<file path="config.mk">
export PLATFORM = sky130hd
export DESIGN_NAME = usbav_core
export DESIGN_NICKNAME = d
export VERILOG_FILES = /design/src/verilog/usbav_pkg.sv /design/src/verilog/usbav_core.sv
export SDC_FILE = /design/constraint.sdc
export NUM_CORES = 1
export LEC_CHECK = 0
export BUFFER_PORTS_ARGS = -buffer_cell sky130_fd_sc_hd__buf_4
export CAP_MARGIN = 10
export CORE_MARGIN = 3
export CORE_UTILIZATION = 35
export DETAILED_ROUTE_END_ITERATION = 6
export PLACE_DENSITY = 0.74
export SYNTH_ARGS = -nofsm -noshare
export SYNTH_HDL_FRONTEND = slang
export SYNTH_SLANG_ARGS = --single-unit
export TNS_END_PERCENT = 5
</file>
<file path="constraint.sdc">
create_clock -name mclk -period 1.8 [get_ports mclk]
set_input_delay 0.36 -clock mclk [delete_from_list [all_inputs] [get_ports mclk]]
set_output_delay 0.36 -clock mclk [all_outputs]
set_load 0.005 [all_outputs]
</file>
<file path="src/verilog/usbav_pkg.sv">
// Package for the USB and FIFO interrupt prioritiser and autovector block
// How it works
// RL1 - USB sources ranked in 32 slots, slot 1 first; vector is four times slot minus one.
// RL2 - Setup ready 00, frame 04, setup token 08, suspend 0C, reset 10, high speed 14, ack 18.
// RL3 - Endpoint zero IN 20, OUT 24; endpoint one IN 28, OUT 2C.
// RL4 - Buffer events for endpoints 2,4,6,8 use codes 30 to 3C.
// RL5 - Bulk IN NAK on any endpoint raises code 40.
// RL6 - Ping NAK codes 48, 4C, then 50 to 5C for endpoints 2,4,6,8.
// RL7 - Error count beyond programmed limit raises code 60.
// RL8 - Isochronous OUT PID sequence errors use codes 70 to 7C.
// RL9 - USB autovector enabled: fetch at 0045 returns USB vector byte.
// RL10 - Firmware lays its jump table within one 256-byte page.
// RL11 - Taking USB interrupt branches to 0043 after pushing the PC.
// RL12 - FIFO group has 14 sources ranked 1 to 14, codes from 80 step four.
// RL13 - Programmable level flags for endpoints 2,4,6,8 use codes 80 to 8C.
// RL14 - Empty flags use codes 90 to 9C at priorities 5 to 8.
// RL15 - Full flags use codes A0 to AC at priorities 9 to 12.
// RL16 - Waveform done uses B0 at 13; waveform event uses B4 at 14.
// RL17 - FIFO autovector enabled: fetch at 0055 returns FIFO vector byte.
// RL18 - Taking FIFO interrupt branches to 0053 after pushing the PC.
// RL19 - Autovector disabled returns memory byte; reserved USB codes never produced.
package usbav_pkg;
   // ****************************************************************
   // Constants
   // ****************************************************************
   localparam int USB_SLOTS = 32;
   localparam int FIFO_SRCS = 14;
   localparam logic [15:0] USB_ENTRY_ADDR = 16'h0043;
   localparam logic [15:0] USB_VEC_ADDR = 16'h0045;
   localparam logic [15:0] FIFO_ENTRY_ADDR = 16'h0053;
   localparam logic [15:0] FIFO_VEC_ADDR = 16'h0055;
   localparam logic [7:0] FIFO_VEC_BASE = 8'h80;
   // Reserved slots 8, 18, 26, 27, 28 sit at bits 7, 17, 25, 26, 27 (codes 1c, 44, 64, 68, 6c)
   localparam logic [31:0] USB_RSVD_MASK = 32'h0e02_0080;
   localparam int IRQ_USB_BIT = 0;
   localparam int IRQ_FIFO_BIT = 1;
   localparam logic [1:0] IRQ_STAT_RESET = 2'h0;
   localparam logic [1:0] IRQ_MASK_RESET = 2'h0;
   localparam logic [1:0] SETUP_RESET = 2'h0;
   // Register indices on the plain software port
   localparam logic [1:0] REG_SETUP = 2'h0;
   localparam logic [1:0] REG_STAT = 2'h1;
   localparam logic [1:0] REG_MASK = 2'h2;
   localparam logic [1:0] REG_VECS = 2'h3;

   // Fields of interrupt_setup_register
   typedef struct packed {
      logic usb_autovector_enable;
      logic fifo_autovector_enable;
   } usbav_setup_t;

   // Code fetch request and answer
   typedef struct packed {
      logic [15:0] addr;
      logic [7:0] mem_data;
   } usbav_fetch_t;
endpackage

</file>
<file path="src/verilog/usbav_core.sv">
// Prioritiser and autovector substitution for the shared USB and FIFO interrupts
`timescale 1ns/1ps
module usbav_core #(
   parameter int USB_N = 32,
   parameter int FIFO_N = 14
) (
   input wire logic mclk,
   input wire logic rst,
   input wire logic [31:0] usb_req,
   input wire logic [13:0] fifo_req,
   input wire usbav_pkg::usbav_fetch_t fetch,
   output logic [7:0] fetch_data,
   output logic usb_interrupt_line,
   output logic fifo_interrupt_line,
   output logic [7:0] usb_vector_byte,
   output logic [7:0] fifo_vector_byte,
   output logic [15:0] usb_entry_addr,
   output logic [15:0] fifo_entry_addr,
   input wire logic [1:0] reg_addr,
   input wire logic [7:0] reg_wdata,
   input wire logic reg_wr,
   input wire logic reg_rd,
   output logic [7:0] reg_rdata,
   output logic irq
);
   // The slot tables are fixed; other widths cannot be served
   initial begin
      if (USB_N != usbav_pkg::USB_SLOTS || FIFO_N != usbav_pkg::FIFO_SRCS) begin
         $error("usbav_core: source counts must be 32 and 14");
      end
   end

   // ****************************************************************
   // Priority encoders
   // ****************************************************************
   // Reserved slots are masked so their codes can never appear
   logic [31:0] usb_live;
   assign usb_live = usb_req & ~usbav_pkg::USB_RSVD_MASK; // RL19

   logic [4:0] usb_win;
   logic usb_any;
   logic [3:0] fifo_win;
   logic fifo_any;

   // Lowest index wins: slot 1 sits at bit 0
   always_comb begin
      usb_win = 5'h0;
      usb_any = 1'b0;
      for (int i = 31; i >= 0; i--) begin
         if (usb_live[i]) begin
            usb_win = 5'(i); // RL1
            usb_any = 1'b1;
         end
      end
   end

   always_comb begin
      fifo_win = 4'h0;
      fifo_any = 1'b0;
      for (int i = 13; i >= 0; i--) begin
         if (fifo_req[i]) begin
            fifo_win = 4'(i); // RL12
            fifo_any = 1'b1;
         end
      end
   end

   // Vector byte is four times the zero-based slot; the tables fix each source
   // to its bit so codes follow directly (usb bits 0-6, 8-16, 18-24, 28-31)
   wire [7:0] usb_vec_d = {1'b0, usb_win, 2'b00}; // RL1 RL2 RL3 RL4 RL5 RL6 RL7 RL8
   // FIFO codes 80..b4: flags then waveform events
   wire [7:0] fifo_vec_d = usbav_pkg::FIFO_VEC_BASE | {2'b00, fifo_win, 2'b00}; // RL13 RL14 RL15 RL16

   // ****************************************************************
   // Registers
   // ****************************************************************
   usbav_pkg::usbav_setup_t setup_q;
   logic [1:0] stat_q;
   logic [1:0] mask_q;
   logic usb_any_q;
   logic fifo_any_q;

   // Vector bytes are registered so the fetch sees a stable code
   always_ff @(posedge mclk) begin
      if (rst) begin
         usb_vector_byte <= 8'h00;
         fifo_vector_byte <= usbav_pkg::FIFO_VEC_BASE;
         usb_any_q <= 1'b0;
         fifo_any_q <= 1'b0;
      end else begin
         usb_vector_byte <= usb_vec_d;
         fifo_vector_byte <= fifo_vec_d;
         usb_any_q <= usb_any;
         fifo_any_q <= fifo_any;
      end
   end

   assign usb_interrupt_line = usb_any_q;
   assign fifo_interrupt_line = fifo_any_q;
   // Entry points that the core branches to after pushing its PC
   assign usb_entry_addr = usbav_pkg::USB_ENTRY_ADDR; // RL11
   assign fifo_entry_addr = usbav_pkg::FIFO_ENTRY_ADDR; // RL18

   // Software port decode
   wire wr_setup = reg_wr && reg_addr == usbav_pkg::REG_SETUP;
   wire wr_stat = reg_wr && reg_addr == usbav_pkg::REG_STAT;
   wire wr_mask = reg_wr && reg_addr == usbav_pkg::REG_MASK;
   // Rising group request sets a sticky bit; set beats the write-one clear
   wire [1:0] rise = {fifo_any & ~fifo_any_q, usb_any & ~usb_any_q};
   wire [1:0] stat_d = rise | (stat_q & ~(wr_stat ? reg_wdata[1:0] : 2'h0));

   always_ff @(posedge mclk) begin
      if (rst) begin
         setup_q <= usbav_pkg::SETUP_RESET;
         stat_q <= usbav_pkg::IRQ_STAT_RESET;
         mask_q <= usbav_pkg::IRQ_MASK_RESET;
      end else begin
         stat_q <= stat_d;
         if (wr_setup) begin
            setup_q <= reg_wdata[1:0];
         end
         if (wr_mask) begin
            mask_q <= reg_wdata[1:0];
         end
      end
   end

   assign irq = |(stat_q & mask_q);

   // Read data one cycle after the strobe; other cycles read zero
   always_ff @(posedge mclk) begin
      if (rst || !reg_rd) begin
         reg_rdata <= 8'h00;
      end else begin
         case (reg_addr)
            usbav_pkg::REG_SETUP: reg_rdata <= {6'h00, setup_q};
            usbav_pkg::REG_STAT: reg_rdata <= {6'h00, stat_q};
            usbav_pkg::REG_MASK: reg_rdata <= {6'h00, mask_q};
            default: reg_rdata <= {usb_interrupt_line, fifo_interrupt_line, usb_vector_byte[6:1]};
         endcase
      end
   end

   // ****************************************************************
   // Fetch substitution
   // ****************************************************************
   wire sub_usb = setup_q.usb_autovector_enable && fetch.addr == usbav_pkg::USB_VEC_ADDR;
   wire sub_fifo = setup_q.fifo_autovector_enable && fetch.addr == usbav_pkg::FIFO_VEC_ADDR;

   // Combinational so the byte lands in the same fetch cycle
   assign fetch_data = sub_usb ? usb_vector_byte : // RL9
                       sub_fifo ? fifo_vector_byte : // RL17
                       fetch.mem_data; // RL19

   // ****************************************************************
   // Checks
   // ****************************************************************
   a_usb_sub_byte: assert property (@(posedge mclk) disable iff (rst) // RL9
      sub_usb |-> fetch_data == usb_vector_byte)
      else $error("usb vector not substituted");
   a_fifo_sub_byte: assert property (@(posedge mclk) disable iff (rst) // RL17
      sub_fifo |-> fetch_data == fifo_vector_byte)
      else $error("fifo vector not substituted");
   a_passthru_byte: assert property (@(posedge mclk) disable iff (rst) // RL19
      (fetch.addr != usbav_pkg::USB_VEC_ADDR && fetch.addr != usbav_pkg::FIFO_VEC_ADDR)
      |-> fetch_data == fetch.mem_data)
      else $error("memory byte altered");
   a_usb_top_slot: assert property (@(posedge mclk) disable iff (rst) // RL1
      usb_req[0] |=> usb_vector_byte == 8'h00 && usb_interrupt_line)
      else $error("slot one not first");
   a_usb_rsvd_never: assert property (@(posedge mclk) disable iff (rst) // RL19
      !(usb_vector_byte inside {8'h1c, 8'h44, 8'h64, 8'h68, 8'h6c}))
      else $error("reserved usb code");
   a_usb_err_code: assert property (@(posedge mclk) disable iff (rst) // RL7
      (usb_req[24] && usb_req[23:0] == 24'h0) |=> usb_vector_byte == 8'h60)
      else $error("error limit code wrong");
   a_fifo_top_flag: assert property (@(posedge mclk) disable iff (rst) // RL13
      fifo_req[0] |=> fifo_vector_byte == 8'h80)
      else $error("fifo top code wrong");
   a_fifo_last_src: assert property (@(posedge mclk) disable iff (rst) // RL16
      fifo_req == 14'h2000 |=> fifo_vector_byte == 8'hb4 && fifo_interrupt_line)
      else $error("waveform code wrong");
   a_fifo_full_code: assert property (@(posedge mclk) disable iff (rst) // RL15
      fifo_req[11:0] == 12'h100 |=> fifo_vector_byte == 8'ha0)
      else $error("full flag code wrong");

   // ****************************************************************
   // Per-source code checks
   // ****************************************************************
   // Each live slot that wins alone must give four times its zero-based index
   for (genvar s = 0; s < 32; s++) begin : g_usb_slot
      if (!usbav_pkg::USB_RSVD_MASK[s]) begin : g_live
         a_usb_slot_code: assert property (@(posedge mclk) disable iff (rst) // RL1
            (usb_live[s] && (usb_live & ((32'h1 << s) - 32'h1)) == 32'h0)
            |=> usb_vector_byte == 8'(4 * s))
            else $error("usb slot code wrong");
      end
   end

   // FIFO sources step by four from the group base
   for (genvar f = 0; f < 14; f++) begin : g_fifo_src
      a_fifo_src_code: assert property (@(posedge mclk) disable iff (rst) // RL12
         (fifo_req[f] && (fifo_req & ((14'h1 << f) - 14'h1)) == 14'h0)
         |=> fifo_vector_byte == 8'(128 + 4 * f))
         else $error("fifo source code wrong");
   end

   // Lines follow the live requests one cycle later
   a_usb_line_follow: assert property (@(posedge mclk) disable iff (rst) // RL1
      usb_any |=> usb_interrupt_line)
      else $error("usb line missed");
   a_fifo_line_follow: assert property (@(posedge mclk) disable iff (rst) // RL12
      fifo_any |=> fifo_interrupt_line)
      else $error("fifo line missed");
   // A new USB event must survive a clear written in the same cycle
   a_stat_set_wins: assert property (@(posedge mclk) disable iff (rst) // RL1
      rise[0] |=> stat_q[0])
      else $error("status set lost");
   // Read data stands only in the cycle after a read strobe
   a_rdata_idle_zero: assert property (@(posedge mclk) disable iff (rst) // RL19
      !reg_rd |=> reg_rdata == 8'h00)
      else $error("read data not cleared");
endmodule

</file>
# After elaboration in Yosys (flattened, before gate mapping)
# Index checks and enable logic that the tools add are counted.
op_classes:
  n_eq_ne: 4
  mux: 84
  bitwise_logic: 8
  n_reduce_logical: 18
ops:
  columns: ["op", "n"]
  rows:
  - ["$mux W5", 12]
  - ["$mux W4", 14]
  - ["$mux W1", 43]
  - ["$eq A16 B7 Y1 const B", 2]
  - ["$pmux W8 S3", 1]
  - ["$mux W3", 7]
  - ["$mux W8", 2]
  - ["$reduce_or A16 Y1", 1]
  - ["$mux W2", 5]
  - ["$reduce_or A5 Y1", 2]
  - ["$reduce_or A9 Y1", 1]
  - ["$reduce_or A8 Y1", 1]
  - ["$reduce_or A2 Y1", 3]
  - ["$reduce_or A3 Y1", 2]
  - ["$logic_and A1 B1 Y1", 5]
  - ["$and A2 B2 Y2", 2]
  - ["$and A1 B1 Y1", 2]
  - ["$eq A2 B1 Y1 const B", 1]
  - ["$eq A2 B2 Y1 const B", 1]
  - ["$logic_not A2 Y1", 1]
  - ["$not A1 Y1", 2]
  - ["$not A2 Y2", 1]
  - ["$or A2 B2 Y2", 1]
  - ["$logic_not A1 Y1", 1]
  - ["$logic_or A1 B1 Y1", 1]
totals:
  register_bits: 32
  input_bits: 84
  out_inout_bits: 67
  word_cells: 132

# Logic depth before layout (Yosys ltp)
# Gate-level depths: netlist (run 1).
depth:
  ltp_word: 29
  ltp_mapped: 4
  depth_no_buf: 4

# Least setup slack after synthesis (run 1)
# No wires, ideal clock.
synth_timing:
  path_kind: "input to output"
  start: "input fetch[17] (netlist bit)"
  end: "output fetch_data[6]"
  arrival_ps: 1213
  t_required_ps: 1440
  setup_slack_ps: 227
  stages: 4
  path_buffers: 0
  path_cell_list: "nor4_2 > and4_1 > o21ai_2 > a22o_1"
synth_between:
  elab_chain_cells: 4
  word_cells_on_any_way: 6
  classes_between: "eq/ne (2); mux (2); reduce/logical (2)"
synth_lines:
  columns: ["element", "line_no", "text"]
  rows:
  - ["from (decl)", "usbav_core.sv:11", "input wire usbav_pkg::usbav_fetch_t fetch,"]
  - ["$eq A16 B7 Y1", "usbav_core.sv:148", "wire sub_fifo = setup_q.fifo_autovector_enable && fetch.addr == usbav_pkg::FIFO_VEC_ADDR;"]
  - ["$logic_and A1 B1 Y1", "usbav_core.sv:148", null]
  - ["$mux W8", "usbav_core.sv:152", "sub_fifo ? fifo_vector_byte :"]
  - ["$mux W8 *", "usbav_core.sv:151", "assign fetch_data = sub_usb ? usb_vector_byte :"]
  - ["to (decl)", "usbav_core.sv:12", "output logic [7:0] fetch_data,"]
# Mark *: on every way between the ends. The rest lies on a longest branch, timed or not.

# Worst setup path after layout (run 1)
layout_timing:
  start: "input fetch[18] (netlist bit)"
  end: "output fetch_data[6]"
# Same word-level chain as after synthesis.

==> results of run 1 <==
==> layout make-up <==
| type | count | area (sq um) | share of cell area, % |
|---|---|---|---|
| multi-input combinational | 176 | 1100 | 43.3 |
| clock buffer | 4 | 45.0 | 1.77 |
| sequential | 25 | 502 | 19.7 |
| tap | 67 | 83.8 | 3.29 |
| timing repair buffer | 104 | 792 | 31.1 |
| inverter | 6 | 22.5 | 0.884 |
==> metal layers <==
| layer | vias up | GRT usage [%] |
|---|---|---|
| li1 | 908 | - |
| met1 | 846 | 18.6 |
| met2 | 97 | 27.1 |
| met3 | 8 | 3.52 |
| met4 | 0 | 4.53 |
| met5 | - | 0 |
==> metrics by stage <==
| step | setup slack (ns) | power, mW | util [%] | area, sq um |
|---|---|---|---|---|
| 4_1_cts | -0.0194 | 1.23 | 53.1 | 2540 |
| 3_3_place_gp | -0.0771 | 0.898 | 51.2 | 2450 |
| 6_report | -0.0278 | 1.23 | 53.3 | 2550 |
| 2_1_floorplan | 0.227 | 0.764 | - | 1890 |
| 5_1_grt | -0.0822 | 1.29 | 53.3 | 2550 |
| 3_5_place_dp | -0.0970 | 0.905 | 51.2 | 2450 |
==> cell usage after synthesis, drive strengths merged (3+ instances only) <==
cell type and n:
o21ai 6, a21oi 5, nor2 23, nand3b 3
buf 40, mux2i 5, clkbuf 3, nor2b 6
dfxtp 25, o2bb2ai 5, a211oi 3, nor3b 5
o31ai 4, nor3 10, inv 6, a22oi 4
nand4 4, nand2 8, a31oi 3, and2 9
nor4 11
==> worst max-delay path by stage <==
stage / from / slack (ns) / to / cells past startpoint
after detailed placement: fetch[17] / -0.1 / fetch_data[6] / 6
final: fetch[18] / -0.03 / fetch_data[6] / 6
after floorplan: fetch[17] / 0.23 / fetch_data[6] / 4
after CTS: fetch[18] / -0.02 / fetch_data[6] / 6
after global placement: fetch[17] / -0.08 / fetch_data[6] / 6
after global routing: fetch[18] / -0.08 / fetch_data[6] / 6
==> worst max-delay path: stages <==
cell and delay, ns:
buf_6 0.09, nor4_4 0.29, and4_4 0.28, o21ai_4 0.09, a22o_1 0.22, buf_4 0.13
==> power breakdown <==
part	switching, mW	internal [mW]	total [mW]
combinational	0.142	0.180	0.322
clock	0.164	0.158	0.322
sequential	0.0127	0.570	0.582
total	0.319	0.908	1.23
==> state kept, by name, indices dropped and copies added (netlist names) <==
signal	cells
fifo_interrupt_line	1
reg_rdata	8
usb_vector_byte	5
setup_q	2
mask_q	2
stat_q	2
fifo_vector_byte	4
usb_interrupt_line	1
==> what timing repair did <==
action                     CTS  global route
pin swaps                    4             1
resized for setup            9             3
setup endpoints to repair    6             7
==> logic make-up (layout without fill, tap and decap cells) <==
kind of cell           Yosys count  after routing
multiplexers                     6              6
buffers and inverters           49            114
AND/OR/NAND/NOR                 92             92
other                            2             39
flip-flops                      25             25
AO/OA/AOI/OAI                   39             39
==> results by group, run 1 <==
Critical path
  • Worst reg2reg path depth: 2
  • Critical path capture point type: output port
  • Reg-to-reg startpoint: usb_vector_byte[2]
  • Reg2Reg Capture Point: reg_rdata[1]
  • CP required: 1.44 ns
  • Setup CP Type: in2out
  • Worst Path Max Fanout: 7
  • Reg2Reg Setup Slack: 0.69 ns
  • Critical path startpoint category: input port
  • Critical path arrival: 1.47 ns

Logic synthesis
  • Post-synthesis xor/xnor area fraction: 0%
  • Compound-Gate Fraction of Synth Area: 16.7%
  • Multiplexer share of the synthesized area: 4.13%
  • Area leader, netlist: dfxtp_1
  • Synthesized area: 1760 sq um
  • Mapped Cells: 213
  • Top cells by area, synth: dfxtp_1 (29%), buf_4 (17%), nor2_1 (4.9%)
  • Async S/R FF share, synth: 0%
  • Main combinational cell family by area after synthesis: simple AND/OR/NAND/NOR gates
  • Number of flops mapped to enable cells by yosys: 0
  • Yosys top cell area share: 28.5%
  • Mean Syn Cell Area: 8.24 sq um
  • FF+latch count, synth: 25
  • Syn. warnings: 0
  • Post-Synth Adder-Cell Area: 0%
  • Simple-gate share of the synthesized area: 31.4%
  • Synth unique cells: 47
  • Part of the Yosys area used for sequential elements: 28.5%
  • Most used DFF post-synth: dfxtp_1

CTS
  • CTS sink cnt: 25
  • Clk pin slew, worst setup/hold paths: 0.08 ns
  • Clk_lat worst skew: 0.26 ns
  • Htree depth: 1
  • CTS buffer count: 3
  • CTS tree: built
  • Hold buffer count at cts: 0
  • Post-CTS setup buffer count: 0
  • Clk buf depth: 2
  • CTS Root Cell: clkbuf_8

Routing
  • Starting DRC count in detailed routing: 44
  • Routed vias: 1859
  • WL met2: 2430 um
  • Number of routed nets with antenna violations: 0
  • Final wirelength: 4890 um
  • Metal3 WL: 410 um
  • DRT Pass-1 Iters: 4
  • DRC violations left: 0
  • M1 WL: 1980 um
  • Via density: 4.87
  • Routed len/inst: 12.8 um
  • Max layer used: met4

Timing
  • Max-Slew Margin vs Limit: 64.4%
  • Setup ws final: -0.0278 ns
  • Final setup TNS: -0.0278 ns
  • Min Tclk post-route: 1.83 ns
  • Final number of setup-violating endpoints: 1
  • Achievable Freq: 0.547 GHz
  • Slew Viols, Final: 0
  • Worst Hold Margin: 0.278 ns
  • Tightest Pin Transition: 0.529 ns
  • Period utilization: 102%
  • Final Hold Viols: 0
  • RSZ-0062 raised after global routing: true
  • Final Skew: 0.000881 ns

Cells and area
  • Non-filler cells, final: 382
  • Layout cell share with drive strength beyond 1: 38.7%
  • N_diodes: 0
  • Area Growth Syn to Fin: 45.2%
  • Filler instances: 446
  • Nets: 400
  • Most common cell after layout, fill and taps aside: buf_4
  • Most frequent cells in the layout: buf_4 (101), conb_1 (39), dfxtp_1 (24)

Floorplan
  • Ports: 151
  • Initial Util: 36.7%
  • Die height: 76.8 um
  • Num rows: 25
  • DIE WIDTH: 76.8 um
  • Core area: 4790 sq um
  • Total die area: 5900 sq um

Global route
  • First-pass GRT wire length: 7650 um
  • Gr usage total: 15.4%
  • GR Overflow Total: 0
  • Vias in the first global route: 1711
  • Initial antenna violation count: 0
  • Largest net degree at the start of global routing: 20

Min path
  • Hold Path Class: in2reg
  • Hold Path Stages: 2
  • Hold endpoint: fifo_vector_byte[3]
  • Worst hold start: fifo_req[1]

Place
  • Port bufs: 100
  • GP Congestion: 0.875
  • Final HPWL DP: 4050 um
  • Placed cell count: 378

Job
  • Max-Cap Viols: 0

Power
  • Power Density: 481 nW/um^2
  • Worst VDD drop: 303 uV
  • Leakage: 1.15 nW

Status
  • Status: finished, violations left
  • Failing checks: negative setup slack
No activity file was read; power rests on OpenSTA's default activity.
==> run 2, diff against run 1 <==
==> constraint.sdc (replaced) <==
create_clock -name mclk -period 2.05 [get_ports mclk]
set_input_delay 0.41 -clock mclk [delete_from_list [all_inputs] [get_ports mclk]]
set_output_delay 0.41 -clock mclk [all_outputs]
set_load 0.005 [all_outputs]
==> run 2 against run 1 <==
Effect of this change:
- the flow now finishes without violations
- cell area down 1.4%
- cell count is 0.52% lower
- global-route usage fell by 0.95 points
- count of clock-buffer cells in the layout shrank 1
- clock skew rose by 0.0035 ns
- combinational power is 14% lower
- register-to-register slack better by 0.27 ns
- setup slack gained 0.091 ns
- critical endpoint unchanged
- first-iteration DRC count down 2.3%
- die area unchanged
- core utilization is 0.73 points lower
- clock power decreased by 13%
==> results by group, run 2 (synthesized netlist as in run 1, its figures left out) <==
Status
  • Status: complete, no violations

Place
  • Dpl ws: 0.00905 ns
  • GP Congestion: 0.864
  • Final HPWL DP: 4030 um
  • Port bufs: 100

Routing
  • DRC violations left: 0
  • Number of routed nets with antenna violations: 0
  • DRT Pass-1 Iters: 4
  • Starting DRC count in detailed routing: 43
  • Via density: 4.79
  • Routed vias: 1820
  • Final wirelength: 4730 um
  • Routed len/inst: 12.4 um

Floorplan
  • Initial Util: 36.7%
  • Total die area: 5900 sq um
  • DIE WIDTH: 76.8 um
  • Die height: 76.8 um
  • Core area: 4790 sq um
  • Ports: 151
  • Num rows: 25

Cells and area
  • Biggest register: reg_rdata
  • Largest registers in the final layout: reg_rdata (8), usb_vector_byte (5), fifo_vector_byte (4)
  • N_diodes: 0
  • Most common cell after layout, fill and taps aside: buf_4
  • Filler instances: 471
  • Finished Core Util: 52.5%
  • Area Growth Syn to Fin: 43.2%
  • Area occupied by multi-input gates: 1090 sq um
  • Layout cell share with drive strength beyond 1: 37.7%
  • FF+latch area: 500 sq um
  • Nets: 398
  • Max reg flops: 8
  • Most frequent cells in the layout: buf_4 (102), conb_1 (39), dfxtp_1 (25)

Critical path
  • Setup CP Type: in2out
  • Worst Path Max Fanout: 7
  • Critical path capture point type: output port
  • CP required: 1.64 ns
  • Critical path startpoint category: input port
  • Critical path arrival: 1.58 ns

Timing
  • Slew Viols, Final: 0
  • Tightest Pin Transition: 0.536 ns
  • Achievable Freq: 0.503 GHz
  • RSZ-0062 raised after global routing: true
  • Final number of setup-violating endpoints: 0
  • Max-Slew Margin vs Limit: 63.9%
  • Min Tclk post-route: 1.99 ns
  • Final Skew: 0.00439 ns
  • Setup ws final: 0.0635 ns
  • Period utilization: 96.9%
  • Final Hold Viols: 0

Global route
  • First-pass GRT wire length: 7190 um
  • Initial antenna violation count: 0
  • GR Overflow Total: 0
  • Vias in the first global route: 1600
  • Largest net degree at the start of global routing: 20
  • Gr usage total: 14.4%

CTS
  • CTS Root Cell: clkbuf_8
  • Htree depth: 1
  • Clk pin slew, worst setup/hold paths: 0.08 ns
  • CTS tree: built
  • Clk_lat worst skew: 0.26 ns
  • CTS buffer count: 3
  • Clk buf depth: 2
  • CTS sink cnt: 25

Power
  • Power Density: 425 nW/um^2
  • Leakage: 1.13 nW
  • Worst VDD drop: 247 uV
  • Final Total Pwr: 1.07 mW

Min path
  • Hold Path Class: in2reg

Job
  • Max-Cap Viols: 0
[run 2: cell type report]
| cell class | instances | share of cell area [%] |
|---|---|---|
| clock buffers | 3 | 1.64 |
| clock inverters | 1 | 0.299 |
| inverters | 6 | 0.896 |
| multi-input cells | 176 | 43.5 |
| flip-flops and latches | 25 | 19.9 |
| well taps | 67 | 3.33 |
| repair buffers | 102 | 30.5 |
[run 2: worst paths after layout]
path | startpoint | to | slack [ns] | cells after the start
setup / recovery | fetch[13] | fetch_data[6] | 0.06 | 6
hold reg to reg | fifo_interrupt_line | stat_q[1] | 0.50 | 1
hold / removal | fifo_req[1] | fifo_vector_byte[3] | 0.33 | 2
setup reg to reg | usb_vector_byte[2] | reg_rdata[1] | 0.96 | 2
[run 2: stage by stage]
step	TNS (ns)	area [sq um]	instances	hold WS [ns]
floorplan	0	1890	250	0.460
global placement	0	2430	375	0.476
detailed placement	0	2430	375	0.483
CTS	0	2480	379	0.319
global route	-0.00218	2510	380	0.322
finish	0	2510	380	0.328
[run 2: report_power, final]
group          switching, mW  internal [mW]  total [mW]  leakage [nW]
clock network          0.143          0.137       0.280        0.0217
logic                  0.122          0.155       0.277         0.909
registers             0.0117          0.500       0.512         0.204
[run 2: worst max-delay path, cell delays in order]
cell,delay [ns]
buf_4,0.12
nor4b_4,0.30
and4_4,0.28
o21ai_4,0.09
a22o_1,0.25
buf_4,0.13
[run 2: what timing repair did]
item	4_1_cts	5_1_grt
buffers inserted	0	1
hold buffers	0	0
gates resized for setup	0	6
endpoints found under the setup margin	0	8
[run 2: layer usage]
metal  global-route usage, %  routed length, um  share of wire [%]
met1                    17.1               1960                 41
met2                    25.5               2320                 49
met3                    3.99                430                9.1
met4                    3.62                 22               0.47
met5                       0                  0                  0
==> run 3, diff against run 2 <==
--- a/config.mk
+++ b/config.mk
@@ -10,7 +10,7 @@
 export CORE_MARGIN = 3
 export CORE_UTILIZATION = 35
 export DETAILED_ROUTE_END_ITERATION = 6
-export PLACE_DENSITY = 0.74
+export PLACE_DENSITY = 0.77
 export SYNTH_ARGS = -nofsm -noshare
 export SYNTH_HDL_FRONTEND = slang
 export SYNTH_SLANG_ARGS = --single-unit
==> run 3 against run 2 <==
Effect of this change:
- global-route usage grew 0.40 points
- flip-flop and latch count unchanged
- largest power group unchanged
- sequential share of layout area up 0.20 points
- count of clock-buffer cells in the layout unchanged
- sequential power barely moved
- die area unchanged
- cell count is 0.26% higher
- combinational power hardly changed
==> results by group, run 3 (synthesized netlist as in run 1, its figures left out) <==
Status
  • Status: complete, no violations

Job
  • Max-Cap Viols: 0

Critical path
  • Max stage delay cell, worst path: nor4b_2
  • Critical path startpoint category: input port
  • WP depth: 6
  • Reg2Reg Setup Slack: 0.93 ns
  • CP required: 1.64 ns
  • Crit-path cells: buf_4 > nor4b_2 > and4_1 > o21ai_2 > a22o_1 > buf_4
  • Worst Path Max Fanout: 7
  • Critical path capture point type: output port
  • Reg2Reg Capture Point: reg_rdata[1]
  • Buf/Inv on CP: 2
  • Critical path arrival: 1.62 ns
  • Worst path most repeated cell: buf_4
  • Top cell family by delay on the critical path: simple AND/OR/NAND/NOR gates
  • Reg-to-reg startpoint: usb_vector_byte[2]
  • Crit path largest cell delay: 0.32 ns
  • Setup CP Type: in2out
  • Worst reg2reg path depth: 2

Timing
  • Max-Slew Margin vs Limit: 64.0%
  • Final number of setup-violating endpoints: 0
  • Min Tclk post-route: 2.03 ns
  • Final setup TNS: 0 ns
  • Slew Viols, Final: 0
  • RSZ-0062 raised after global routing: true
  • Setup ws final: 0.0228 ns
  • Tightest Pin Transition: 0.535 ns
  • Achievable Freq: 0.493 GHz
  • Final Skew: 0.00332 ns
  • Final Hold Viols: 0
  • Period utilization: 98.9%

Routing
  • DRC violations left: 0
  • Routed vias: 1852
  • Via density: 4.86
  • Routed len/inst: 12.7 um
  • Final wirelength: 4830 um
  • DRT Pass-1 Iters: 4
  • Starting DRC count in detailed routing: 67
  • Number of routed nets with antenna violations: 0

Global route
  • Vias in the first global route: 1740
  • Initial antenna violation count: 0
  • GR Overflow Total: 0
  • Largest net degree at the start of global routing: 20
  • Gr usage total: 14.8%
  • First-pass GRT wire length: 7410 um

Cells and area
  • Max reg flops: 8
  • Most frequent cells in the layout: buf_4 (103), conb_1 (39), dfxtp_1 (25)
  • Largest registers in the final layout: reg_rdata (8), usb_vector_byte (5), fifo_vector_byte (4)
  • Area Growth Syn to Fin: 41.8%
  • Biggest register: reg_rdata
  • Layout cell share with drive strength beyond 1: 37.3%
  • Nets: 399
  • Most common cell after layout, fill and taps aside: buf_4
  • N_diodes: 0

Power
  • Net load switching power: 0.280 mW
  • Register share of total power: 47.8%
  • Power share of the clock group: 26.5%
  • Worst VDD drop: 323 uV
  • Final Total Pwr: 1.07 mW
  • Internal power: 0.790 mW
  • Combinational power share: 25.6%
  • Leakage: 1.14 nW
  • Power Density: 430 nW/um^2
  • Sw Share: 26.2%

Floorplan
  • Core area: 4790 sq um
  • Total die area: 5900 sq um
  • Initial Util: 36.7%
  • Num rows: 25
  • Die height: 76.8 um
  • Ports: 151
  • DIE WIDTH: 76.8 um

Place
  • GP Congestion: 0.887
  • Port bufs: 100
  • Dpl ws: 0.0359 ns
  • Final HPWL DP: 4060 um

CTS
  • CTS Root Cell: clkbuf_8
  • PostCTS Resize Cnt: 0
  • Clk_lat worst skew: 0.26 ns
  • CTS tree: built
  • Clk buf depth: 2
  • Post-CTS setup buffer count: 0
  • Hold buffer count at cts: 0
  • CTS buffer count: 3
  • CTS sink cnt: 25
  • Htree depth: 1
  • Clk pin slew, worst setup/hold paths: 0.08 ns

Min path
  • Worst hold start: fifo_req[1]
  • Hold Path Class: in2reg
  • Hold endpoint: fifo_vector_byte[3]
  • Hold Path Stages: 2
==> run 3: metrics by stage <==
| step | instances | hold WS (ns) | util, % | area, sq um |
|---|---|---|---|---|
| after floorplan | 250 | 0.460 | - | 1890 |
| after CTS | 380 | 0.323 | 51.8 | 2480 |
| after detailed placement | 376 | 0.471 | 50.9 | 2430 |
| after global placement | 376 | 0.465 | 50.9 | 2430 |
| final | 381 | 0.325 | 52.0 | 2490 |
| after global routing | 381 | 0.325 | 52.0 | 2490 |
==> run 3: area by class of cell <==
cell class | count | area, sq um
sequential | 25 | 500
fill | 481 | 2300
tap | 67 | 83.8
clock inverter | 1 | 5.00
timing repair buffer | 103 | 773
inverter | 6 | 22.5
multi-input combinational | 176 | 1060
clock buffer | 3 | 41.3
==> run 3: metal layers <==
layer,global-route usage (%),vias up,part of all wire [%]
li1,-,903,-
met1,18.4,816,39
met2,25.7,118,48
met3,2.93,15,9.3
met4,4.71,0,3.1
met5,0,-,0
==> run 3: power by group through the flow <==
stage | clock network, mW | logic, mW | registers (mW)
2_1_floorplan | 0 | 0.150 | 0.520
3_3_place_gp | 0 | 0.265 | 0.522
3_5_place_dp | 0 | 0.271 | 0.523
4_1_cts | 0.289 | 0.272 | 0.511
5_1_grt | 0.318 | 0.301 | 0.514
6_report | 0.284 | 0.274 | 0.511
==> run 3: worst max-delay path by stage <==
stage	slack, ns	end	start
after floorplan	0.38	fetch_data[6]	fetch[17]
after global placement	0.06	fetch_data[6]	fetch[13]
after detailed placement	0.04	fetch_data[6]	fetch[13]
after CTS	0.02	fetch_data[6]	fetch[13]
after global routing	-0.03	fetch_data[6]	fetch[13]
final	0.02	fetch_data[6]	fetch[13]
